===== src/bfpm_pkg.sv =====
// What this block does
// Host loads base point untransformed
// Host loads a, c, modulus untransformed
// Host supplies R squared mod N
// Scalar streamed as 32-bit words while running
// Scalar words sent most significant first
// Bits within a word kept msb first
// Engine flags and pins readiness for word
// One scalar word written per readiness
// Masked interrupt means polling status register
// Words before start are ignored by engine
// Select bit picks affine or projective
// Affine results stay in Montgomery domain
// Projective results leave B converted back
// Host inverts Z squared and Z cubed
// Scalar must be greater than one
// Modulus size setting at least four; the code checks this for multiply only and starts a point add with any size
// Point add startable alone for debug
// Point add needs Montgomery operands preloaded
// Point add keeps A0-A3, B0 intact
// Host derives c from b and m
// Readiness clears after word written
package bfpm_pkg;

  // ----------------------------------------------------------------
  // Own register map, byte offsets on APB
  // ----------------------------------------------------------------
  localparam logic [11:0] BFPM_CTRL_OFF = 12'h000;
  localparam logic [11:0] BFPM_STATUS_OFF = 12'h004;
  localparam logic [11:0] BFPM_KWORD_OFF = 12'h008;
  localparam logic [11:0] BFPM_PASS_ADDR_OFF = 12'h00C;
  localparam logic [11:0] BFPM_PASS_DATA_OFF = 12'h010;

  // Control register fields
  localparam int BFPM_CTRL_START_BIT = 0;
  localparam int BFPM_CTRL_PROJ_BIT = 1;
  localparam int BFPM_CTRL_PADD_BIT = 2;
  localparam int BFPM_CTRL_POLL_BIT = 3;
  localparam int BFPM_CTRL_REWIND_BIT = 4;
  localparam int BFPM_CTRL_MODSIZE_POS = 8;
  localparam int BFPM_CTRL_MODSIZE_W = 8;

  // Status register fields
  localparam int BFPM_STAT_BUSY_BIT = 0;
  localparam int BFPM_STAT_DONE_BIT = 1;
  localparam int BFPM_STAT_ERR_BIT = 2;
  localparam int BFPM_STAT_LOADED_POS = 8;
  localparam int BFPM_STAT_SENT_POS = 16;

  // Pass-through address register: read request flag
  localparam int BFPM_PASS_RD_BIT = 31;

  // Reset values and minimum modulus size
  localparam logic [31:0] BFPM_DATA_RST = 32'h0000_0000;
  localparam logic [7:0] BFPM_MODSIZE_RST = 8'h00;
  localparam logic [7:0] BFPM_MODSIZE_MIN = 8'h04;

  // ----------------------------------------------------------------
  // Engine side map
  // ----------------------------------------------------------------
  localparam logic [7:0] BFPM_ENG_CTRL_OFF = 8'h00;
  localparam logic [7:0] BFPM_ENG_STATUS_OFF = 8'h04;
  localparam logic [7:0] BFPM_ENG_MULT_OFF = 8'h08;
  localparam int BFPM_ENG_GO_BIT = 0;
  localparam int BFPM_ENG_PROJ_BIT = 1;
  localparam int BFPM_ENG_ENTRY_POS = 4;
  localparam int BFPM_ENG_MODSIZE_POS = 16;
  localparam int BFPM_ENG_READY_BIT = 0;
  localparam int BFPM_ENG_DONE_BIT = 1;
  localparam logic [7:0] BFPM_ENTRY_MULT = 8'h01;
  localparam logic [7:0] BFPM_ENTRY_PADD = 8'h05;

  // Sequencer states
  typedef enum logic [3:0] {
    BFPM_S_IDLE,
    BFPM_S_PASS,
    BFPM_S_WR_CTRL,
    BFPM_S_WAIT_RDY,
    BFPM_S_WR_WORD,
    BFPM_S_WAIT_CONS,
    BFPM_S_STAT_GO,
    BFPM_S_STAT
  } bfpm_state_type;

endpackage


===== src/bfpm_ctrl.sv =====
// Added by the designer: the placing of the registers and the APB slave port.
`timescale 1ns/10ps
// Host-side sequencer for binary field point multiply and point add
module bfpm_ctrl #(
  parameter int DEPTH = 32,
  parameter int AW = 5
) (
  // Clock and reset
  input wire logic pclk,
  input wire logic presetn,
  // APB slave
  input wire logic psel,
  input wire logic penable,
  input wire logic pwrite,
  input wire logic [11:0] paddr,
  input wire logic [31:0] pwdata,
  output logic [31:0] prdata,
  output logic pready,
  output logic pslverr,
  // Engine register port
  output logic eng_sel,
  output logic eng_write,
  output logic [7:0] eng_addr,
  output logic [31:0] eng_wdata,
  input wire logic [31:0] eng_rdata,
  input wire logic eng_ack,
  // Engine readiness pin
  input wire logic multiplier_ready_pin_n
);
  import bfpm_pkg::*;

  // ----------------------------------------------------------------
  // Declarations
  // ----------------------------------------------------------------
  bfpm_state_type state_q;
  logic pready_q;
  logic pslverr_q;
  logic [31:0] prdata_q;
  logic eng_sel_q;
  logic eng_write_q;
  logic [7:0] eng_addr_q;
  logic [31:0] eng_wdata_q;
  logic proj_q;
  logic padd_q;
  logic poll_q;
  logic [7:0] modsize_q;
  logic [7:0] pass_addr_q;
  logic [31:0] pass_rdata_q;
  logic [AW:0] kptr_q;
  logic [AW:0] idx_q;
  logic nz_prefix_q;
  logic [31:0] last_word_q;
  logic busy_q;
  logic done_q;
  logic err_q;
  logic [31:0] kmem_rdata;
  logic acc_fire;
  logic wr_fire;
  logic start_req;
  logic kword_wr;
  logic pass_wr_req;
  logic pass_rd_req;
  logic start_ok;
  logic [7:0] start_modsize;
  logic [31:0] rd_mux;
  logic addr_ok;

  // Engine control word with go, select, entry and size
  function automatic logic [31:0] eng_ctrl_word(input logic proj,
      input logic padd, input logic [7:0] msize);
    logic [31:0] w;
    w = BFPM_DATA_RST;
    w[BFPM_ENG_GO_BIT] = 1'b1;
    w[BFPM_ENG_PROJ_BIT] = proj;
    w[BFPM_ENG_ENTRY_POS +: 8] = padd ? BFPM_ENTRY_PADD
                                      : BFPM_ENTRY_MULT;
    w[BFPM_ENG_MODSIZE_POS +: 8] = msize;
    return w;
  endfunction

  // Decode whether an APB offset is mapped
  function automatic logic is_mapped(input logic [11:0] a);
    return (a == BFPM_CTRL_OFF) || (a == BFPM_STATUS_OFF) ||
           (a == BFPM_KWORD_OFF) || (a == BFPM_PASS_ADDR_OFF) ||
           (a == BFPM_PASS_DATA_OFF);
  endfunction

  // ----------------------------------------------------------------
  // APB slave
  // ----------------------------------------------------------------

  // Writes take effect on the completing edge; read data is registered one edge earlier
  assign acc_fire = psel && penable && pready_q;
  assign addr_ok = is_mapped(paddr);
  assign wr_fire = acc_fire && pwrite && addr_ok;
  assign start_req = wr_fire && (paddr == BFPM_CTRL_OFF) &&
                     pwdata[BFPM_CTRL_START_BIT];
  assign kword_wr = wr_fire && (paddr == BFPM_KWORD_OFF) && !busy_q &&
                    (kptr_q != (AW+1)'(DEPTH));
  assign pass_wr_req = wr_fire && (paddr == BFPM_PASS_DATA_OFF);
  assign pass_rd_req = wr_fire && (paddr == BFPM_PASS_ADDR_OFF) &&
                       pwdata[BFPM_PASS_RD_BIT];
  assign start_modsize = pwdata[BFPM_CTRL_MODSIZE_POS +: BFPM_CTRL_MODSIZE_W];

  // Refuse a multiply that cannot give a correct result
  assign start_ok = pwdata[BFPM_CTRL_PADD_BIT] ||
                    ((start_modsize >= BFPM_MODSIZE_MIN) &&
                     (kptr_q != '0) &&
                     (nz_prefix_q || (last_word_q > 32'h0000_0001)));

  // Read multiplexer
  always_comb begin
    rd_mux = BFPM_DATA_RST;
    unique case (paddr)
      BFPM_CTRL_OFF: begin
        rd_mux[BFPM_CTRL_PROJ_BIT] = proj_q;
        rd_mux[BFPM_CTRL_PADD_BIT] = padd_q;
        rd_mux[BFPM_CTRL_POLL_BIT] = poll_q;
        rd_mux[BFPM_CTRL_MODSIZE_POS +: BFPM_CTRL_MODSIZE_W] = modsize_q;
      end
      BFPM_STATUS_OFF: begin
        rd_mux[BFPM_STAT_BUSY_BIT] = busy_q;
        rd_mux[BFPM_STAT_DONE_BIT] = done_q;
        rd_mux[BFPM_STAT_ERR_BIT] = err_q;
        rd_mux[BFPM_STAT_LOADED_POS +: 8] = 8'(kptr_q);
        rd_mux[BFPM_STAT_SENT_POS +: 8] = 8'(idx_q);
      end
      BFPM_PASS_ADDR_OFF: rd_mux[7:0] = pass_addr_q;
      BFPM_PASS_DATA_OFF: rd_mux = pass_rdata_q;
      default: rd_mux = BFPM_DATA_RST; // Key store is write only
    endcase
  end

  // One wait state per access keeps every output registered
  always_ff @(posedge pclk or negedge presetn) begin
    if (!presetn) begin
      pready_q <= 1'b0;
      pslverr_q <= 1'b0;
      prdata_q <= BFPM_DATA_RST;
    end else if (psel && penable && !pready_q) begin
      pready_q <= 1'b1;
      pslverr_q <= !addr_ok;
      prdata_q <= (pwrite || !addr_ok) ? BFPM_DATA_RST : rd_mux;
    end else begin
      pready_q <= 1'b0;
      pslverr_q <= 1'b0;
    end
  end

  // Stored configuration; held steady while a run is active
  always_ff @(posedge pclk or negedge presetn) begin
    if (!presetn) begin
      proj_q <= 1'b0;
      padd_q <= 1'b0;
      poll_q <= 1'b0;
      modsize_q <= BFPM_MODSIZE_RST;
      pass_addr_q <= 8'h00;
    end else if (wr_fire && !busy_q) begin
      if (paddr == BFPM_CTRL_OFF) begin
        proj_q <= pwdata[BFPM_CTRL_PROJ_BIT];
        padd_q <= pwdata[BFPM_CTRL_PADD_BIT];
        poll_q <= pwdata[BFPM_CTRL_POLL_BIT];
        modsize_q <= start_modsize;
      end
      if (paddr == BFPM_PASS_ADDR_OFF) begin
        pass_addr_q <= pwdata[7:0];
      end
    end
  end

  // ----------------------------------------------------------------
  // Scalar store, loaded most significant word first
  // ----------------------------------------------------------------

  // Track whether the loaded scalar exceeds one
  always_ff @(posedge pclk or negedge presetn) begin
    if (!presetn) begin
      kptr_q <= '0;
      nz_prefix_q <= 1'b0;
      last_word_q <= BFPM_DATA_RST;
    end else if (wr_fire && !busy_q && (paddr == BFPM_CTRL_OFF) &&
                 pwdata[BFPM_CTRL_REWIND_BIT]) begin
      kptr_q <= '0;
      nz_prefix_q <= 1'b0;
      last_word_q <= BFPM_DATA_RST;
    end else if (kword_wr) begin
      kptr_q <= kptr_q + (AW+1)'(1);
      nz_prefix_q <= nz_prefix_q ||
                     ((kptr_q != '0) && (last_word_q != BFPM_DATA_RST));
      last_word_q <= pwdata;
    end
  end

  bfpm_kmem #(
    .WIDTH(32),
    .DEPTH(DEPTH),
    .AW(AW)
  ) u_kmem (
    .pclk(pclk),
    .presetn(presetn),
    .wr_en(kword_wr),
    .wr_addr(kptr_q[AW-1:0]),
    .wr_data(pwdata),
    .rd_addr(idx_q[AW-1:0]),
    .rd_data_q(kmem_rdata)
  );

  // ----------------------------------------------------------------
  // Sequencer
  // ----------------------------------------------------------------

  // Engine strobe held until the engine acknowledges
  always_ff @(posedge pclk or negedge presetn) begin
    if (!presetn) begin
      state_q <= BFPM_S_IDLE;
      eng_sel_q <= 1'b0;
      eng_write_q <= 1'b0;
      eng_addr_q <= 8'h00;
      eng_wdata_q <= BFPM_DATA_RST;
      idx_q <= '0;
      busy_q <= 1'b0;
      done_q <= 1'b0;
      err_q <= 1'b0;
      pass_rdata_q <= BFPM_DATA_RST;
    end else begin
      unique case (state_q)
        BFPM_S_IDLE: begin
          if (start_req) begin
            done_q <= 1'b0;
            err_q <= !start_ok;
            if (start_ok) begin
              // Control written first so no word precedes go
              busy_q <= 1'b1;
              idx_q <= '0;
              eng_sel_q <= 1'b1;
              eng_write_q <= 1'b1;
              eng_addr_q <= BFPM_ENG_CTRL_OFF;
              eng_wdata_q <= eng_ctrl_word(pwdata[BFPM_CTRL_PROJ_BIT],
                                           pwdata[BFPM_CTRL_PADD_BIT],
                                           start_modsize);
              state_q <= BFPM_S_WR_CTRL;
            end
          end else if (pass_wr_req) begin
            // Operand load; values arrive from software as prepared
            eng_sel_q <= 1'b1;
            eng_write_q <= 1'b1;
            eng_addr_q <= pass_addr_q;
            eng_wdata_q <= pwdata;
            state_q <= BFPM_S_PASS;
          end else if (pass_rd_req) begin
            // Result readback, e.g. Z powers for host inversion
            eng_sel_q <= 1'b1;
            eng_write_q <= 1'b0;
            eng_addr_q <= pwdata[7:0];
            state_q <= BFPM_S_PASS;
          end
        end
        BFPM_S_PASS: begin
          if (eng_ack) begin
            eng_sel_q <= 1'b0;
            if (!eng_write_q) begin
              pass_rdata_q <= eng_rdata;
            end
            state_q <= BFPM_S_IDLE;
          end
        end
        BFPM_S_WR_CTRL: begin
          if (eng_ack) begin
            eng_sel_q <= 1'b0;
            // Point add needs no scalar; just wait for completion
            state_q <= (padd_q || poll_q) ? BFPM_S_STAT_GO
                                          : BFPM_S_WAIT_RDY;
          end
        end
        BFPM_S_WAIT_RDY: begin
          if (!multiplier_ready_pin_n) begin
            eng_sel_q <= 1'b1;
            eng_write_q <= 1'b1;
            eng_addr_q <= BFPM_ENG_MULT_OFF;
            eng_wdata_q <= kmem_rdata;
            state_q <= BFPM_S_WR_WORD;
          end
        end
        BFPM_S_WR_WORD: begin
          if (eng_ack) begin
            eng_sel_q <= 1'b0;
            idx_q <= idx_q + (AW+1)'(1);
            state_q <= poll_q ? BFPM_S_STAT_GO : BFPM_S_WAIT_CONS;
          end
        end
        BFPM_S_WAIT_CONS: begin
          // Pin must drop its request before the next word goes
          if (multiplier_ready_pin_n) begin
            state_q <= (idx_q == kptr_q) ? BFPM_S_STAT_GO
                                         : BFPM_S_WAIT_RDY;
          end
        end
        BFPM_S_STAT_GO: begin
          eng_sel_q <= 1'b1;
          eng_write_q <= 1'b0;
          eng_addr_q <= BFPM_ENG_STATUS_OFF;
          state_q <= BFPM_S_STAT;
        end
        BFPM_S_STAT: begin
          if (eng_ack) begin
            eng_sel_q <= 1'b0;
            if (eng_rdata[BFPM_ENG_DONE_BIT]) begin
              busy_q <= 1'b0;
              done_q <= 1'b1;
              state_q <= BFPM_S_IDLE;
            end else if (!padd_q && (idx_q != kptr_q) &&
                         eng_rdata[BFPM_ENG_READY_BIT]) begin
              eng_sel_q <= 1'b1;
              eng_write_q <= 1'b1;
              eng_addr_q <= BFPM_ENG_MULT_OFF;
              eng_wdata_q <= kmem_rdata;
              state_q <= BFPM_S_WR_WORD;
            end else begin
              state_q <= BFPM_S_STAT_GO;
            end
          end
        end
      endcase
    end
  end

  // ----------------------------------------------------------------
  // Outputs
  // ----------------------------------------------------------------
  assign prdata = prdata_q;
  assign pready = pready_q;
  assign pslverr = pslverr_q;
  assign eng_sel = eng_sel_q;
  assign eng_write = eng_write_q;
  assign eng_addr = eng_addr_q;
  assign eng_wdata = eng_wdata_q;

endmodule // bfpm_ctrl


===== src/bfpm_kmem.sv =====
`timescale 1ns/10ps
// Scalar word store, registered read
module bfpm_kmem #(
  parameter int WIDTH = 32,
  parameter int DEPTH = 32,
  parameter int AW = 5
) (
  // Clock and reset
  input wire logic pclk,
  input wire logic presetn,
  // Write port
  input wire logic wr_en,
  input wire logic [AW-1:0] wr_addr,
  input wire logic [WIDTH-1:0] wr_data,
  // Read port
  input wire logic [AW-1:0] rd_addr,
  output logic [WIDTH-1:0] rd_data_q
);

  logic [WIDTH-1:0] mem [DEPTH];

  // Array has no reset; contents are undefined until loaded
  always_ff @(posedge pclk) begin
    if (wr_en) begin
      mem[wr_addr] <= wr_data;
    end
  end

  // Read data always from a register
  always_ff @(posedge pclk or negedge presetn) begin
    if (!presetn) begin
      rd_data_q <= '0;
    end else begin
      rd_data_q <= mem[rd_addr];
    end
  end

endmodule // bfpm_kmem


===== config.mk =====
export PLATFORM = sky130hd
export DESIGN_NAME = bfpm_ctrl
export DESIGN_NICKNAME = d
export VERILOG_FILES = /design/src/bfpm_pkg.sv /design/src/bfpm_ctrl.sv /design/src/bfpm_kmem.sv
export SDC_FILE = /design/constraint.sdc
export NUM_CORES = 1
export LEC_CHECK = 0
export BUFFER_PORTS_ARGS = -buffer_cell sky130_fd_sc_hd__buf_2
export CELL_PAD_IN_SITES_DETAIL_PLACEMENT = 0
export CELL_PAD_IN_SITES_GLOBAL_PLACEMENT = 2
export CORE_MARGIN = 5
export CORE_UTILIZATION = 53
export CTS_CLUSTER_SIZE = 12
export DETAILED_ROUTE_END_ITERATION = 8
export PLACE_DENSITY = 0.89
export SLEW_MARGIN = 40
export SYNTH_ARGS = -nofsm -noshare
export SYNTH_HDL_FRONTEND = slang
export SYNTH_SLANG_ARGS = --single-unit

===== constraint.sdc =====
create_clock -name pclk -period 9.49 [get_ports pclk]
set_input_delay 0.4745 -clock pclk [delete_from_list [all_inputs] [get_ports pclk]]
set_output_delay 0.4745 -clock pclk [all_outputs]
set_load 0.005 [all_outputs]

; ---- Word level (Yosys, flattened, before mapping)
; Memory sizes are Yosys's and may differ from the RTL's. A register that Yosys moved wholly into a read port is not among the register bits.
; Cells that the tools add are included.
[classes]
add_sub_neg = 2
order_cmp = 2
eq_ne = 29
muxes = 81
n_bitwise = 1
reduce_logical = 58
[ops]
columns = op, count
row1 = $mux W32, 10
row2 = $pmux W32 S3, 1
row3 = $mux W8, 9
row4 = $mux W4, 10
row5 = $gt A32 B1 Y1 const B, 1
row6 = $pmux W4 S8, 1
row7 = $pmux W8 S4, 1
row8 = $reduce_bool A32 Y1, 1
row9 = $mux W6, 5
row10 = $mux W1, 27
row11 = $eq A12 B4 Y1 const B, 2
row12 = $pmux W8 S3, 1
row13 = $ne A2 B2 Y1 const B, 11
row14 = $logic_and A1 B1 Y1, 21
row15 = $eq A4 B3 Y1 const B, 4
row16 = $pmux W8 S2, 1
row17 = $reduce_and A7 Y1, 2
row18 = $add A6 B1 Y6 const B, 2
row19 = $eq A12 B3 Y1 const B, 1
row20 = $eq A12 B5 Y1 const B, 1
row21 = $logic_not A12 Y1, 1
row22 = $mux W3, 4
row23 = $pmux W6 S2, 1
row24 = $logic_or A1 B1 Y1, 9
row25 = 31 further kinds, 46
[word_totals]
ff_bits = 179
ram_bits = 1024
input_bits = 83
mem_count = 1
[mem_list]
columns = name, words, word_bits, read_ports, rd_clocked_by_memory_dff, write_ports, line
row1 = u_kmem.mem, 32, 32, 1, 1, 1, bfpm_kmem.sv:20  ; logic [WIDTH-1:0] mem [DEPTH];

; ---- Logic depth before layout (Yosys ltp)
; Gate-level depths: netlist of the first run.
[logic_depth]
word_depth = 12
ltp_mapped = 9
ltp_nobuf = 8

; ---- Hierarchy
; A second synthesis of the first run with hierarchy kept.
[unflattened]
cells_unflattened = 3040
area_unflattened_um2 = 49085.8
[modules_own_cells]
columns = module, n_inst, cells_each, area_per_inst_um2, seq_area_each_um2
row1 = bfpm_kmem, 1, 2260, 40647.7, 31550.3
row2 = bfpm_ctrl, 1, 780, 8438.1, 4454.3

; ---- Worst setup path after synthesis of the first run
; Ideal clock, no wire load.
[synth_path]
kind = input to register
start = input paddr[9]
end = memory u_kmem.mem[0][0] (enable)
setup_ns = 0.461
arrival_time_ns = 4.174
setup_slack_ns = 4.855
stages = 6
n_path_buf = 2
cell_sequence = or3_1 buf_6 or3_2 clkbuf_1 or2_2 nor3_1
[synth_between]
elab_chain_cells = 11
word_cells_on_any_way = 15
[synth_lines]
columns = element, line
row1 = start: declaration, bfpm_ctrl.sv:15  ; input wire logic [11:0] paddr,
row2 = $eq A12 B3 Y1 / $logic_not A12 Y1 (equally long branches), bfpm_ctrl.sv:83  ; return (a == BFPM_CTRL_OFF) || (a == BFPM_STATUS_OFF) ||
row3 = $logic_or A1 B1 Y1 (2 in series), bfpm_ctrl.sv:83
row4 = $logic_or A1 B1 Y1 (2 in series), bfpm_ctrl.sv:84  ; (a == BFPM_KWORD_OFF) || (a == BFPM_PASS_ADDR_OFF) ||
row5 = $logic_and A1 B1 Y1, bfpm_ctrl.sv:95  ; assign wr_fire = acc_fire && pwrite && addr_ok;
row6 = $logic_and A1 B1 Y1 (*) (3 in series), bfpm_ctrl.sv:98  ; assign kword_wr = wr_fire && (paddr == BFPM_KWORD_OFF) && !busy_q &&
row7 = $mux W1 (*), bfpm_kmem.sv:24  ; if (wr_en) begin
row8 = $mux W1 (not written as such) (*), bfpm_kmem.sv:25  ; mem[wr_addr] <= wr_data;
row9 = end: declaration, bfpm_kmem.sv:20
; Mark *: on every way between the ends. The rest lies on a longest branch, timed or not.

; ---- Final worst setup path of the first run
[layout_path]
start = register pready_q (netlist: pready)
end = memory u_kmem.mem[3][22] (enable)
[layout_between]
elab_chain_cells = 8
[layout_lines]
columns = element, line
row1 = start: declaration, bfpm_ctrl.sv:36  ; logic pready_q;
row2 = start signal: assignment, bfpm_ctrl.sv:137  ; pready_q <= 1'b0;
row3 = start signal: assignment, bfpm_ctrl.sv:141  ; pready_q <= 1'b1;
row4 = start signal: assignment, bfpm_ctrl.sv:145  ; pready_q <= 1'b0;
row5 = $logic_and A1 B1 Y1, bfpm_ctrl.sv:93  ; assign acc_fire = psel && penable && pready_q;
row6 = $logic_and A1 B1 Y1 (2 in series), bfpm_ctrl.sv:95
row7 = $logic_and A1 B1 Y1 (3 in series), bfpm_ctrl.sv:98
row8 = $mux W1, bfpm_kmem.sv:24
row9 = $mux W1 (not written as such), bfpm_kmem.sv:25
; No other way between the ends.

==> tab_implementation.tex, run 1 <==
\begin{tabular}{lr}
\hline
Metric & Value \\
\hline
\multicolumn{2}{l}{\textbf{Outcome}} \\
Status & completed \\
\multicolumn{2}{l}{\textbf{Power and ir drop}} \\
Worst voltage drop across the vdd grid & 146 uV \\
Leakage component of the power & 18.7 nW \\
Power per Cell Area & 191 nW/um2 \\
Power after layout & 10.5 mW \\
\multicolumn{2}{l}{\textbf{Drt}} \\
Remaining number of nets flagged by the antenna check after routing & 0 \\
DR DRC count & 0 \\
Violation count after the first detailed-routing iteration & 3270 \\
First-pass iteration count of the detailed router & 8 \\
Routed len/inst & 30.5 um \\
Total length of routed wires & 117 mm \\
Average vias per placed instance & 6.37 \\
Vias after detailed routing & 24500 \\
\multicolumn{2}{l}{\textbf{Die}} \\
Initial Utilization & 53.3\% \\
DIE AREA & 96500 um2 \\
I/O pin count & 159 \\
Vert. Die Dim & 311 um \\
Area of the core & 89900 um2 \\
Number of placement rows & 110 \\
Chip width & 311 um \\
\multicolumn{2}{l}{\textbf{Worst setup path}} \\
Biggest cell delay along the critical path & 0.69 ns \\
Crit path kind & flip-flop to flip-flop \\
Category of the worst setup path capture point & flip-flop \\
Worst-path cell chain & nand4\_1, or4\_1, nor3\_2, nand2\_1, nor2\_4, buf\_4 \\
Required time reported for the critical path endpoint & 9.82 ns \\
Biggest fanout along the worst timing path & 20 \\
Worst flop-to-flop path startpoint & pready \\
Terminus of the critical flop-to-flop path & u\_kmem.mem[3][22] \\
Internal reg-to-reg setup slack & 5.51 ns \\
Slowest CP cell & sky130\_fd\_sc\_hd\_\_or4\_1 \\
Data arrival time of the critical path & 4.32 ns \\
Startpoint types & flip-flop \\
Number of cells on the worst reg-to-reg path & 6 \\
\multicolumn{2}{l}{\textbf{Timing}} \\
Worst Max-Slew Pin Slew & 0.916 ns \\
Final-report max-slew violation count & 0 \\
Worst setup slack after layout & 5.51 ns \\
Finish-stage setup viols & 0 \\
F\_max & 0.251 GHz \\
Setup TNS after final layout & 0 ns \\
Worst clock skew on the final layout & 0.0549 ns \\
Tightest slew margin relative to the limit & 38.9\% \\
Count of endpoints failing hold in the final timing report & 0 \\
Final hold slack & 0.0352 ns \\
Clock period minus worst slack & 3.98 ns \\
RSZ-0062 raised after global routing & false \\
Final worst path period share & 42.0\% \\
\multicolumn{2}{l}{\textbf{Worst hold path}} \\
End point of the worst hold path & pass\_rdata\_q[9] \\
Hold path start & eng\_rdata[9] \\
Class of the worst hold path & input port to flip-flop \\
Hold Path Cell Cnt & 2 \\
\multicolumn{2}{l}{\textbf{Global routing}} \\
Maximum number of pins on one net before global-route repair & 133 \\
Initial antenna violation count & 0 \\
Number of global-route vias before repair & 25200 \\
First-pass GRT wire length & 175 mm \\
GRT Residual Overflow & 0 \\
Global Route Usage Sum & 24.4\% \\
\multicolumn{2}{l}{\textbf{Yosys}} \\
Post-Syn Area & 47900 um2 \\
Async set-reset flop share out of synthesis & 17.0\% \\
Primary FF master, synth & sky130\_fd\_sc\_hd\_\_edfxtp\_1 \\
Instance count of the mapped netlist & 2337 \\
Share of the yosys chip area belonging to registers & 75.2\% \\
Average instance area after synthesis & 20.5 um2 \\
Synth unique cells & 61 \\
Number of flip-flops and latches in the synthesized netlist & 1234 \\
YS warnings & 0 \\
Number of synthesized flops with an enable pin & 1024 \\
Syn nets & 2425 \\
\multicolumn{2}{l}{\textbf{Place}} \\
Count of port buffers added during placement & 158 \\
Placer Congestion & 0.837 \\
Post-detailed-placement half-perimeter wirelength & 67.8 mm \\
Number of cells in the design after placement & 3622 \\
Placed cell area & 50900 um2 \\
Setup WS pre-CTS & 5.13 ns \\
\multicolumn{2}{l}{\textbf{Cells and area}} \\
Layout overhead on the synthesized area & 14.3\% \\
Most common cell after layout, fill and taps aside & sky130\_fd\_sc\_hd\_\_edfxtp\_1 \\
Top library cells by usage in the layout, fill and taps aside & sky130\_fd\_sc\_hd\_\_edfxtp\_1 (1024), sky130\_fd\_sc\_hd\_\_mux4\_2 (320), sky130\_fd\_sc\_hd\_\_dfrtp\_1 (205) \\
Area taken by multi-input logic gates & 11600 um2 \\
Non-Filler Instances & 3850 \\
Post-Route Utilization & 60.9\% \\
Post-layout instance area & 54800 um2 \\
Final net count & 2679 \\
Share of cells above drive strength 1 & 32.4\% \\
Area of all sequential standard cells & 36000 um2 \\
Fillers & 6112 \\
\multicolumn{2}{l}{\textbf{Clock tree}} \\
Clock insertion delay at the later pin of the skew report & 0.72 ns \\
Clock root buffer & sky130\_fd\_sc\_hd\_\_clkbuf\_16 \\
CTS HTree Levels & 3 \\
Clock buffer depth & 3 \\
Total number of clock tree sinks & 1234 \\
Number of buffers inserted by post-CTS setup repair & 0 \\
Clk slew on worst S/H paths & 0.06 ns \\
TritonCTS Buffers & 121 \\
Clock tree from TritonCTS & built \\
\multicolumn{2}{l}{\textbf{Job}} \\
Number of violations of the max-capacitance limit & 0 \\
\hline
\end{tabular}
report_power, final:
group	switching [mW]	internal [mW]	total [mW]
clock	1.95	2.47	4.42
combinational	0.133	0.0304	0.163
sequential	0.000788	5.87	5.87
total	2.08	8.37	10.5
critical path, delay by kind of cell, from the launching register on:
family                 cells  cell delay [ns]
buffers and inverters      1             0.44
flip-flops                 1             0.37
AND/OR/NAND/NOR            5             2.77
worst max-delay path by stage:
| stage | endpoint | start | slack, ns | cells past startpoint |
|---|---|---|---|---|
| after floorplan | u_kmem.mem[0][0] | paddr[9] | 4.86 | 6 |
| after global placement | u_kmem.mem[5][13] | paddr[9] | 4.73 | 6 |
| after detailed placement | u_kmem.mem[3][22] | paddr[9] | 5.13 | 7 |
| after CTS | u_kmem.mem[3][16] | pready | 5.45 | 6 |
| after global routing | u_kmem.mem[3][22] | pready | 5.29 | 6 |
| final | u_kmem.mem[3][22] | pready | 5.51 | 6 |
registers in the layout, indices dropped and copies added, names as in the netlist:
register	count
u_kmem.mem	1024
eng_wdata	32
last_word_q	32
pass_rdata_q	32
prdata	32
u_kmem.rd_data_q	32
eng_addr	8
modsize_q	8
pass_addr_q	8
idx_q	6
kptr_q	6
state_q	3
busy_q	1
done_q	1
eng_sel	1
eng_write	1
err_q	1
nz_prefix_q	1
padd_q	1
poll_q	1
pready	1
proj_q	1
pslverr	1
cell usage after synthesis, types with 14 or more instances:
library cell / instances / area (um2)
sky130_fd_sc_hd__nor2_1: 67 / 251
sky130_fd_sc_hd__buf_1: 24 / 90.1
sky130_fd_sc_hd__clkbuf_1: 98 / 368
sky130_fd_sc_hd__o21ai_0: 58 / 290
sky130_fd_sc_hd__edfxtp_1: 1024 / 30700
sky130_fd_sc_hd__mux4_2: 320 / 7210
sky130_fd_sc_hd__mux2_2: 95 / 1070
sky130_fd_sc_hd__dfrtp_1: 210 / 5260
sky130_fd_sc_hd__inv_1: 31 / 116
sky130_fd_sc_hd__a22oi_1: 33 / 248
sky130_fd_sc_hd__a22o_1: 14 / 123
sky130_fd_sc_hd__nand2_1: 151 / 567
sky130_fd_sc_hd__nor4_1: 14 / 87.6
sky130_fd_sc_hd__nand3_1: 26 / 130
sky130_fd_sc_hd__a21oi_1: 30 / 150
cell families (layout without fill, tap and decap cells):
group | Yosys count | count (layout) | share of synthesized area [%]
buf+inv | 158 | 494 | 1.28
compound gates | 182 | 182 | 2.48
xor+xnor | 12 | 12 | 0.219
mux | 428 | 428 | 17.6
flops | 1234 | 1234 | 75.2
other cells | 0 | 1 | 0
fa+ha+maj | 5 | 5 | 0.131
simple gates | 318 | 318 | 3.08
layer usage:
layer	wire length (um)	global-route usage (%)	share of wire, %
met1	46100	34.5	39
met2	59000	40.1	50
met3	9230	3.88	7.9
met4	3150	7.18	2.7
met5	0	0	0
timing repair:
action	CTS	global route
setup endpoints to repair	0	0
endpoints found under the hold margin	96	0
gates resized for setup	0	0
hold buffers	21	0
layout make-up:
cell class	instances	area share, %
flip-flops and latches	1234	65.8
multi-input cells	945	21.1
clock buffers	179	6.09
repair buffers	258	3.61
well taps	1176	2.69
clock inverters	26	0.478
inverters	31	0.213
diodes	1	0.00457
Power figures use the tool's default switching activity.
==> run 2, diff against run 1 <==
- CORE_UTILIZATION: 53 -> 49
- PLACE_DENSITY: 0.89 -> 0.83
- clock period: 9.49 -> 4.2 ns (I/O delays scaled with it)
==> run 2 against run 1 <==
Against the previous run: sequential share of layout area is 0.34 points lower; clock power increased by 130%; cell count up 3.5%; largest cell class unchanged.
==> tab_implementation.tex, run 2 (same netlist as run 1, synthesis figures left out) <==
\begin{tabular}{lr}
\hline
Metric & Value \\
\hline
\multicolumn{2}{l}{\textbf{Outcome}} \\
Status & completed (unchanged) \\
\multicolumn{2}{l}{\textbf{Clock tree}} \\
Post-cts gate resize count & 0 (unchanged) \\
TritonCTS Buffers & 121 (unchanged) \\
Clock root buffer & sky130\_fd\_sc\_hd\_\_clkbuf\_16 (unchanged) \\
Clk slew on worst S/H paths & 0.06 ns (about the same) \\
Number of buffers inserted by post-CTS setup repair & 0 (unchanged) \\
Clock tree from TritonCTS & built (unchanged) \\
CTS HTree Levels & 3 (unchanged) \\
Clock buffer depth & 3 (unchanged) \\
Hold Buf Count CTS & 42 (was 21) \\
Total number of clock tree sinks & 1234 (unchanged) \\
Clock insertion delay at the later pin of the skew report & 0.71 ns (was 0.72 ns) \\
\multicolumn{2}{l}{\textbf{Timing}} \\
Setup TNS after final layout & 0 ns (unchanged) \\
Worst Max-Slew Pin Slew & 0.857 ns (was 0.916 ns) \\
Final-report max-slew violation count & 0 (unchanged) \\
RSZ-0062 raised after global routing & false (unchanged) \\
Tightest slew margin relative to the limit & 42.9\% (was 38.9\%) \\
Count of endpoints failing hold in the final timing report & 0 (unchanged) \\
Finish-stage setup viols & 0 (unchanged) \\
Worst clock skew on the final layout & 0.0697 ns (was 0.0549 ns) \\
Final worst path period share & 83.9\% (was 42.0\%) \\
Clock period minus worst slack & 3.52 ns (was 3.98 ns) \\
F\_max & 0.284 GHz (was 0.251 GHz) \\
\multicolumn{2}{l}{\textbf{Worst setup path}} \\
Startpoint types & flip-flop (unchanged) \\
Biggest cell delay along the critical path & 0.73 ns (was 0.69 ns) \\
Worst-path cell chain & nand4\_1, or4\_1, nor3\_1, nand2\_1, buf\_4, nor2\_4, buf\_4 (was nand4\_1, or4\_1, nor3\_2, nand2\_1, nor2\_4, buf\_4) \\
Slowest CP cell & sky130\_fd\_sc\_hd\_\_or4\_1 (unchanged) \\
Category of the worst setup path capture point & flip-flop (unchanged) \\
Buffering stage count on the worst path with inverters included & 2 (was 1) \\
Data arrival time of the critical path & 3.84 ns (was 4.32 ns) \\
Required time reported for the critical path endpoint & 4.52 ns (was 9.82 ns) \\
Crit path kind & flip-flop to flip-flop (unchanged) \\
Biggest fanout along the worst timing path & 32 (was 20) \\
Most repeated library cell on the critical path & sky130\_fd\_sc\_hd\_\_buf\_4 \\
Top Family by Delay on Critical Path & simple AND/OR/NAND/NOR gates (unchanged) \\
\multicolumn{2}{l}{\textbf{Drt}} \\
DR DRC count & 0 (unchanged) \\
Violation count after the first detailed-routing iteration & 2488 (was 3270) \\
Total length of routed wires & 117 mm (about the same) \\
Routed len/inst & 29.4 um (was 30.5 um) \\
Average vias per placed instance & 6.07 (was 6.37) \\
Vias after detailed routing & 24200 (was 24500) \\
First-pass iteration count of the detailed router & 8 (unchanged) \\
Remaining number of nets flagged by the antenna check after routing & 0 (unchanged) \\
\multicolumn{2}{l}{\textbf{Cells and area}} \\
Register with the most flip-flops & u\_kmem.mem (unchanged) \\
Fillers & 7101 (was 6112) \\
Final net count & 2708 (was 2679) \\
Number of flip-flops in the largest register & 1024 (unchanged) \\
Share of cells above drive strength 1 & 32.1\% (was 32.4\%) \\
Top library cells by usage in the layout, fill and taps aside & sky130\_fd\_sc\_hd\_\_edfxtp\_1 (1024), sky130\_fd\_sc\_hd\_\_mux4\_2 (320), sky130\_fd\_sc\_hd\_\_dfrtp\_1 (205) (unchanged) \\
Most common cell after layout, fill and taps aside & sky130\_fd\_sc\_hd\_\_edfxtp\_1 (unchanged) \\
Layout overhead on the synthesized area & 14.9\% (was 14.3\%) \\
\multicolumn{2}{l}{\textbf{Power and ir drop}} \\
Leakage component of the power & 18.8 nW (was 18.7 nW) \\
Worst voltage drop across the vdd grid & 430 uV (was 146 uV) \\
Power per Cell Area & 429 nW/um2 (was 191 nW/um2) \\
Power after layout & 23.6 mW (was 10.5 mW) \\
\multicolumn{2}{l}{\textbf{Die}} \\
Initial Utilization & 49.5\% (was 53.3\%) \\
Area of the core & 96900 um2 (was 89900 um2) \\
Number of placement rows & 114 (was 110) \\
Chip width & 323 um (was 311 um) \\
Vert. Die Dim & 323 um (was 311 um) \\
DIE AREA & 104000 um2 (was 96500 um2) \\
I/O pin count & 159 (unchanged) \\
\multicolumn{2}{l}{\textbf{Global routing}} \\
Maximum number of pins on one net before global-route repair & 104 (was 133) \\
Global Route Usage Sum & 22.6\% (was 24.4\%) \\
GRT Residual Overflow & 0 (unchanged) \\
Initial antenna violation count & 2 (was 0) \\
First-pass GRT wire length & 172 mm (was 175 mm) \\
Number of global-route vias before repair & 24900 (was 25200) \\
\multicolumn{2}{l}{\textbf{Worst hold path}} \\
Class of the worst hold path & input port to flip-flop (unchanged) \\
\multicolumn{2}{l}{\textbf{Place}} \\
Post-detailed-placement half-perimeter wirelength & 71.9 mm (was 67.8 mm) \\
Placer Congestion & 0.841 (was 0.837) \\
Count of port buffers added during placement & 158 (unchanged) \\
\multicolumn{2}{l}{\textbf{Job}} \\
Number of violations of the max-capacitance limit & 0 (unchanged) \\
\hline
\end{tabular}
[run 2: final timing paths]
check | endpoint | from | cells after the start | slack, ns
worst max-delay path | u_kmem.mem[17][16] | pready | 7 | 0.68
worst min-delay path | u_kmem.mem[2][24] | pwdata[24] | 1 | 0.02
worst max register to register | u_kmem.mem[17][16] | pready | 7 | 0.68
worst min register to register | prdata[2] | prdata[2] | 2 | 0.47
max in group asynchronous | prdata[1] | presetn | 3 | 2.99
min in group asynchronous | eng_wdata[7] | presetn | 2 | 0.15
[run 2: metrics by stage]
stage	worst slack (ns)	util, %	hold WS (ns)	instances	area (um2)
2_1_floorplan	-0.170	-	-0.0856	2337	47900
3_3_place_gp	0.720	52.6	0.282	3730	51000
3_5_place_dp	0.624	52.6	0.288	3730	51000
4_1_cts	0.678	56.8	0.00430	3982	55000
5_1_grt	0.552	56.8	0.000434	3983	55000
6_report	0.677	56.8	0.0196	3984	55000
[run 2: cell type report]
class	instances	area [um2]	share of cell area (%)
inverter	31	116	0.211
sequential	1234	36000	65.4
timing repair buffer	287	2150	3.91
tap	1276	1600	2.90
clock inverter	24	218	0.396
multi-input combinational	945	11500	21.0
clock buffer	186	3390	6.17
antenna	1	2.50	0.00455
[run 2: per-layer routing]
layer	part of all wire [%]	vias to the layer above	track usage, %
met2	49	1114	37.1
met5	0.011	-	0
met4	3.6	2	7.60
met1	40	12800	31.2
met3	7.3	172	4.06
li1	-	10100	-
[run 2: worst register-to-register path: stages (launching register included)]
cell                      delay, ns
sky130_fd_sc_hd__dfrtp_1       0.37
sky130_fd_sc_hd__nand4_1       0.33
sky130_fd_sc_hd__or4_1         0.73
sky130_fd_sc_hd__nor3_1        0.64
sky130_fd_sc_hd__nand2_1       0.14
sky130_fd_sc_hd__buf_4         0.25
sky130_fd_sc_hd__nor2_4        0.14
sky130_fd_sc_hd__buf_4         0.54
[run 2: report_power, final]
group	switching, mW	internal, mW	leakage (nW)	total (mW)
clock network	4.38	5.58	1.74	9.97
registers	0.00198	13.3	11.9	13.3
logic	0.312	0.0821	5.14	0.394
total	4.70	18.9	18.8	23.6
